===== config.mk =====
export PLATFORM = sky130hd
export DESIGN_NAME = dgoc_top
export DESIGN_NICKNAME = d
export VERILOG_FILES = /design/src/dgoc_pkg.sv /design/src/dgoc_top.sv
export SDC_FILE = /design/constraint.sdc
export NUM_CORES = 1
export LEC_CHECK = 0
export ABC_AREA = 1
export BUFFER_PORTS_ARGS = -buffer_cell sky130_fd_sc_hd__buf_2
export CAP_MARGIN = 20
export CORE_AREA = 2 2 71 73
export CTS_BUF_LIST = sky130_fd_sc_hd__clkbuf_4
export CTS_CLUSTER_DIAMETER = 50
export DETAILED_ROUTE_END_ITERATION = 6
export DIE_AREA = 0 0 73 75
export PLACE_DENSITY = 0.87
export SYNTH_ARGS = -nofsm -noshare
export SYNTH_HDL_FRONTEND = slang
export SYNTH_SLANG_ARGS = --single-unit

===== constraint.sdc =====
create_clock -name clk_sys -period 5.9 [get_ports clk_sys]
set_clock_uncertainty 0.1 [all_clocks]
set_input_delay 0.885 -clock clk_sys [delete_from_list [all_inputs] [get_ports clk_sys]]
set_output_delay 0.885 -clock clk_sys [all_outputs]
set_load 0.02 [all_outputs]

===== src/dgoc_pkg.sv =====
// Constants and state type for the global operation control of a six-channel DMA.
// Assumes a single 20 MHz clock and a plain register port with word addresses.
// Function
// [RULE_01] The global operation register is sixteen bits, read and write by software.
// [RULE_02] Reset clears it to zero; it holds its value through standby.
// [RULE_03] Bits 15 to 10 and 7 to 3 read zero; software writes zero.
// [RULE_04] Priority 00 serves channels in order 0,1,2,3,4,5.
// [RULE_05] Priority 01 serves channels in order 0,2,3,1,4,5.
// [RULE_06] Priority 11 arbitrates all channels round-robin.
// [RULE_07] Software never writes priority value 10; it is reserved.
// [RULE_08] An address error sets bit 2 and blocks all transfers.
// [RULE_09] Flags clear only by writing 0 after reading 1; writing 1 does nothing.
// [RULE_10] A non-maskable interrupt sets bit 1 and blocks all transfers.
// [RULE_11] The NMI flag sets even when the controller is idle.
// [RULE_12] An NMI during a transfer lets the current unit finish, then stops.
// [RULE_13] Master enable bit 0 gates transfers on every channel.
// [RULE_14] A channel runs only with both enables set and all three flags clear.
// [RULE_15] Clearing master enable terminates transfers on all channels.
// [RULE_16] Transfer-end sets only when the count reaches zero, not on early stop.
// [RULE_17] Clearing a channel enable stops it; setting both enables starts auto-request.
// [RULE_18] In round-robin the channel just served drops to lowest priority.
package dgoc_pkg;

  localparam int          NUM_CHAN      = 6;
  localparam logic [1:0]  ADDR_GLOBAL   = 2'h0;
  localparam logic [1:0]  ADDR_IRQ_STAT = 2'h1;
  localparam logic [1:0]  ADDR_IRQ_MASK = 2'h2;
  localparam int          BIT_MASTER_EN = 0;
  localparam int          BIT_NMI_FLAG  = 1;
  localparam int          BIT_ADDR_ERR  = 2;
  localparam int          BIT_PRIO_LO   = 8;
  localparam logic [15:0] GLOBAL_RESET  = 16'h0000;
  localparam logic [1:0]  PRIO_FIXED1   = 2'h0;
  localparam logic [1:0]  PRIO_FIXED2   = 2'h1;
  localparam logic [1:0]  PRIO_ROUND    = 2'h3;
  localparam int          IRQ_ADDR_ERR  = 0;
  localparam int          IRQ_NMI       = 1;
  localparam int          IRQ_END       = 2;
  localparam logic [2:0]  IRQ_RESET     = 3'h0;
  localparam logic [2:0]  RR_RESET      = 3'h5;
  // Service order of the second fixed mode, lowest first as written; the low three bits hold the highest.
  localparam logic [17:0] ORDER_FIXED2  = {3'h5, 3'h4, 3'h1, 3'h3, 3'h2, 3'h0};

  typedef struct packed {
    logic [1:0]  prio;
    logic        addrErr;
    logic        nmiFlag;
    logic        masterEn;
    logic        addrSeen;
    logic        nmiSeen;
    logic        nmiS1;
    logic        nmiS2;
    logic        nmiPrev;
    logic        busy;
    logic [2:0]  chan;
    logic [2:0]  rrLast;
    logic [2:0]  irqStat;
    logic [2:0]  irqMask;
    logic [15:0] rdData;
    logic [5:0]  endPulse;
  } dgoc_state_t;

endpackage


===== src/dgoc_top.sv =====
// Global operation control: priority selection, master enable, error flags, arbiter.
// Assumes channel inputs come from logic on clk_sys and the NMI line from a pin.
//
// Decided for this implementation: the address map and the strobed register port.
`timescale 1ns/10ps
`default_nettype none

module dgoc_top
  import dgoc_pkg::*;
(
  input  wire logic        clk_sys,
  input  wire logic        nrst,
  input  wire logic [1:0]  regAddr,
  input  wire logic [15:0] regWrData,
  input  wire logic        regWr,
  input  wire logic        regRd,
  output logic      [15:0] regRdData,
  input  wire logic [5:0]  chanEnable,
  input  wire logic [5:0]  chanTransferEnd,
  input  wire logic [5:0]  chanRequest,
  input  wire logic        unitDone,
  input  wire logic        unitLast,
  input  wire logic        addrErrorEvent,
  input  wire logic        nmiPin,
  output logic      [5:0]  chanPermit,
  output logic             grantValid,
  output logic      [2:0]  grantChannel,
  output logic      [5:0]  transferEndSet,
  output logic             irq
);

  dgoc_state_t st_r;
  dgoc_state_t st_nxt;
  logic [5:0]  eligible;
  logic [3:0]  pick;
  logic        abortNow;
  logic        nmiEdge;
  logic [15:0] globalView;

  // Picks the next channel; bit 3 says whether any channel was found.
  function automatic logic [3:0] pickChannel(input logic [5:0] req, input logic [1:0] mode,
                                             input logic [2:0] last);
    logic [3:0] res;
    logic [2:0] idx;
    res = 4'h0;
    for (int i = NUM_CHAN; i >= 1; i--) begin
      if (mode == PRIO_ROUND) begin
        idx = 3'((int'(last) + i) % NUM_CHAN); // [RULE_06] [RULE_18]
      end else if (mode == PRIO_FIXED2) begin
        idx = ORDER_FIXED2[3*(i-1) +: 3]; // [RULE_05]
      end else begin
        idx = 3'(i - 1); // [RULE_04]
      end
      if (req[idx]) begin
        res = {1'b1, idx};
      end
    end
    return res;
  endfunction

  // Register image; reserved positions are constant zero.
  assign globalView = {6'h00, st_r.prio, 5'h00, st_r.addrErr, st_r.nmiFlag,
                       st_r.masterEn}; // [RULE_01] [RULE_03]

  // Permission per channel from both enables and all three blocking flags.
  assign chanPermit = chanEnable & ~chanTransferEnd &
                      {NUM_CHAN{st_r.masterEn & ~st_r.addrErr & ~st_r.nmiFlag}}; // [RULE_14]
  assign eligible   = chanPermit & chanRequest;
  assign pick       = pickChannel(eligible, st_r.prio, st_r.rrLast);
  // An NMI does not abort; the running unit completes and no new grant follows.
  assign abortNow   = ~st_r.masterEn | st_r.addrErr | ~chanEnable[st_r.chan]; // [RULE_15]
  assign nmiEdge    = st_r.nmiS2 & ~st_r.nmiPrev;

  assign regRdData      = st_r.rdData;
  assign grantValid     = st_r.busy;
  assign grantChannel   = st_r.chan;
  assign transferEndSet = st_r.endPulse;
  assign irq            = |(st_r.irqStat & st_r.irqMask);

  // Next-state logic for the whole block.
  always_comb begin
    st_nxt          = st_r;
    st_nxt.nmiS1    = nmiPin;
    st_nxt.nmiS2    = st_r.nmiS1;
    st_nxt.nmiPrev  = st_r.nmiS2;
    st_nxt.rdData   = 16'h0000;
    st_nxt.endPulse = 6'h00;
    // Reads return data in the following cycle; a read of a set flag arms its clear.
    if (regRd) begin
      case (regAddr)
        ADDR_GLOBAL: begin
          st_nxt.rdData = globalView;
          if (st_r.addrErr) st_nxt.addrSeen = 1'b1; // [RULE_09]
          if (st_r.nmiFlag) st_nxt.nmiSeen = 1'b1; // [RULE_09]
        end
        ADDR_IRQ_STAT: st_nxt.rdData = {13'h0000, st_r.irqStat};
        ADDR_IRQ_MASK: st_nxt.rdData = {13'h0000, st_r.irqMask};
        default:       st_nxt.rdData = 16'h0000;
      endcase
    end
    // Writes; a one to either flag is ignored, a zero clears only once armed.
    if (regWr) begin
      case (regAddr)
        ADDR_GLOBAL: begin
          st_nxt.prio     = regWrData[BIT_PRIO_LO +: 2];
          st_nxt.masterEn = regWrData[BIT_MASTER_EN]; // [RULE_13]
          if (!regWrData[BIT_ADDR_ERR] && st_r.addrSeen) begin
            st_nxt.addrErr  = 1'b0; // [RULE_09]
            st_nxt.addrSeen = 1'b0;
          end
          if (!regWrData[BIT_NMI_FLAG] && st_r.nmiSeen) begin
            st_nxt.nmiFlag = 1'b0; // [RULE_09]
            st_nxt.nmiSeen = 1'b0;
          end
        end
        ADDR_IRQ_STAT: st_nxt.irqStat = st_r.irqStat & ~regWrData[2:0];
        ADDR_IRQ_MASK: st_nxt.irqMask = regWrData[2:0];
        default: ;
      endcase
    end
    // Hardware events set the flags after any clear, so a set is never lost.
    if (addrErrorEvent) begin
      st_nxt.addrErr               = 1'b1; // [RULE_08]
      st_nxt.irqStat[IRQ_ADDR_ERR] = 1'b1;
    end
    if (nmiEdge) begin
      st_nxt.nmiFlag          = 1'b1; // [RULE_10] [RULE_11]
      st_nxt.irqStat[IRQ_NMI] = 1'b1;
    end
    // Arbiter: one unit at a time, granted only to a permitted requester.
    if (st_r.busy) begin
      if (abortNow) begin
        st_nxt.busy = 1'b0; // [RULE_15] [RULE_17]
      end else if (unitDone) begin
        st_nxt.busy   = 1'b0; // [RULE_12]
        st_nxt.rrLast = st_r.chan; // [RULE_18]
        if (unitLast) begin
          st_nxt.endPulse[st_r.chan] = 1'b1; // [RULE_16]
          st_nxt.irqStat[IRQ_END]    = 1'b1;
        end
      end
    end else if (pick[3]) begin
      st_nxt.busy = 1'b1; // [RULE_14] [RULE_17]
      st_nxt.chan = pick[2:0];
    end
  end

  // All state in one register; nothing else is clocked, so standby keeps the value.
  always_ff @(posedge clk_sys) begin
    if (!nrst) begin
      st_r          <= '0; // [RULE_02]
      st_r.prio     <= GLOBAL_RESET[BIT_PRIO_LO +: 2];
      st_r.masterEn <= GLOBAL_RESET[BIT_MASTER_EN];
      st_r.rrLast   <= RR_RESET;
      st_r.irqMask  <= IRQ_RESET;
    end else begin
      st_r <= st_nxt;
    end
  end

  // Helper: the channel that the first fixed mode must pick from the current eligible set.
  logic [2:0] expFixed;
  always_comb begin
    expFixed = 3'h0;
    for (int i = NUM_CHAN - 1; i >= 0; i--) begin
      if (eligible[i]) expFixed = 3'(i);
    end
  end
endmodule // dgoc_top

`default_nettype wire


==> impl_metrics.ini <==
[global_route]
grt_max_degree = 21
antenna_found_initial = 0
grt.total_usage_pct = 23.9
grt_pass1_wl_um = 10300
grt_pass1_vias = 2396
grt_overflow = 0

[sta]
setup_viol = 0
worst_pin_slew_ns = 0.505
post-route-min-period_ns = 3.01
setup-tns-final_ns = 0
final-hold-violation-count = 0
final-max-slew-violation-count = 0
max-slew-margin-rel_pct = 66.3
finalCritPeriodShare_pct = 51.0
rsz0062_at_grt = no
fmax_ghz = 0.332
fin_ws_ns = 2.89

[outcome]
status = finished, final reports clean

[floorplan]
fp.dieArea_um2 = 5480
ioPinCount = 77
start_util_pct = 58.2
rows = 25
die_w_um = 73
core-area_um2 = 4660
die_h_um = 75

[placed_design]
place_area_um2 = 2890
gp_congestion = 0.970
dpl.hpwl_um = 5240
port_buffers = 54
pre_cts_ws_ns = 2.93

[clock_network]
cts_buffers = 5
clk_latency_ns = 0.34
root_buffer = clkbuf_4
ctsResizeCount = 0
htree_levels = 2
cts.clk_slew.worst_paths_ns = 0.10
cts_tree = built
cts_sinks = 34
cts_setup_buffers = 0
cts_buffer_depth = 2
ctsHoldBuffers = 0

[critical_path]
reg2reg_depth = 17
crit_required_ns = 6.04
rrSetupSlack_ns = 2.89
endpoint_kind = flip-flop
start_kind = flip-flop
crit_arrival_ns = 3.15
crit_type = flip-flop to flip-flop
worstPathMaxFanout = 9

[detailed_routing]
viasPerCell = 5.26
drtAntennaViolNets = 0
routedWlPerCell_um = 12.5
first_iter_violations = 119
drt-total-wl_um = 6350
drc = 0
drtPass1Iterations = 5
vias = 2677

[synth]
synth_warnings = 0
syn-cell-area_um2 = 2710
synth_area_per_cell_um2 = 6.60
yosysSeqAreaShare_pct = 25.1
ys_async_sr_fraction_pct = 0
ys.flop_type = dfxtp_1
ys_ff_latch = 34
synth_cells = 411
synth_edf_count = 0
synth.distinct_cells = 38

[power_and_ir_drop]
p_per_area_nw_per_um2 = 155
max-vdd-ir-drop_v = 0.000171
leakage_uw = 0.00151

[run]
cap_violations = 0

[final_layout]
fin_nets = 508
mostFrequentLayoutCells = nand2_1, inv_1, buf_2
stdcell_area_um2 = 2940
area_growth_pct = 8.35
diodes = 0
mostFrequentLayoutCell = nand2_1
drive_above_1_share_pct = 25.5

[hold_path]
hold_class = flip-flop to flip-flop
whs_path_depth = 2
report_power, final:
part / internal [uW] / switching (uW) / leakage, uW
clock: 49.3 / 77.8 / 0.0000331
combinational: 25.7 / 56.1 / 0.00120
sequential: 237 / 9.37 / 0.000277
total: 312 / 143 / 0.00151
kinds of logic (layout without fill, tap and decap cells):
group           count (synthesis)  in the layout  synth area share, %
compound gates                 65             65                 16.0
xor+xnor                        1              1                0.600
fa+ha+maj                      10             10                 4.61
buf+inv                        95            129                 16.7
flops                          34             34                 25.1
other cells                     1             11                0.138
simple gates                  205            205                 36.9
final timing paths:
kind | start | end
max | st_r[28] | grantChannel[0]
min | st_nxt[36] | st_nxt[35]
max reg2reg | st_r[28] | grantChannel[0]
min reg2reg | st_nxt[36] | st_nxt[35]
sequential cells by signal, indices dropped and copies added, names as in the netlist:
name and cells:
regRdData 5, grantValid 1, st_nxt 2, transferEndSet 6
st_r 12, grantChannel 3, globalView 5
routing by layer:
layer / share of wire, % / vias to the layer above / track usage (%) / wire, um
met5: 0 / - / 0 / 0
met4: 1.7 / 0 / 8.85 / 111
met3: 5.3 / 11 / 2.68 / 335
met2: 49 / 109 / 42.3 / 3110
met1: 44 / 1180 / 29.8 / 2800
li1: - / 1377 / - / -
Yosys cell counts (2+ instances only):
cell	instances	area, um^2
nand2_1	98	368
inv_1	55	206
dfxtp_1	34	681
nor2_1	29	109
nand3_1	28	140
buf_4	25	188
a21oi_1	24	120
nand2_2	14	87.6
o21ai_0	13	65.1
ha_1	10	125
inv_2	10	37.5
o21ai_2	8	70.1
nor3_1	7	35.0
nand4_1	6	37.5
nor4_1	6	37.5
o211ai_1	5	37.5
nand3_2	4	40.0
a21oi_2	3	26.3
buf_2	3	15.0
nand2_4	3	33.8
nor2_2	3	18.8
o31ai_1	3	22.5
clkinv_1	2	7.51
nand3b_1	2	15.0
nor2_4	2	22.5
o21ai_1	2	10.0
stage by stage:
stage	hold slack, ns	total power [uW]	std cells	utilization (%)
final	0.333	456	509	63.1
after global routing	0.343	473	509	63.1
after global placement	0.294	331	501	61.9
after floorplan	0.290	313	421	-
after CTS	0.332	456	509	63.1
after detailed placement	0.313	332	501	61.9
cell type report:
type / instances / area (um^2)
Fill cell: 424 / 1720
Multi-Input combinational cell: 292 / 1620
Sequential cell: 34 / 681
Timing Repair Buffer: 54 / 270
Inverter: 67 / 251
Tap cell: 54 / 67.6
Clock buffer: 6 / 45.0
Clock inverter: 2 / 8.76
critical path: stages (launching register included):
cell,delay (ns)
dfxtp_1,0.65
inv_2,0.14
ha_1,0.26
xnor2_2,0.20
ha_1,0.27
nand3b_1,0.16
nand2_1,0.09
nand2_1,0.06
nand2_1,0.07
nand3_2,0.11
nor2_1,0.15
o21ai_2,0.09
nand2_2,0.09
inv_2,0.06
nand3_2,0.11
nand2_4,0.09
nor2_1,0.15
a21oi_2,0.07
Power figures use the tool's default switching activity.
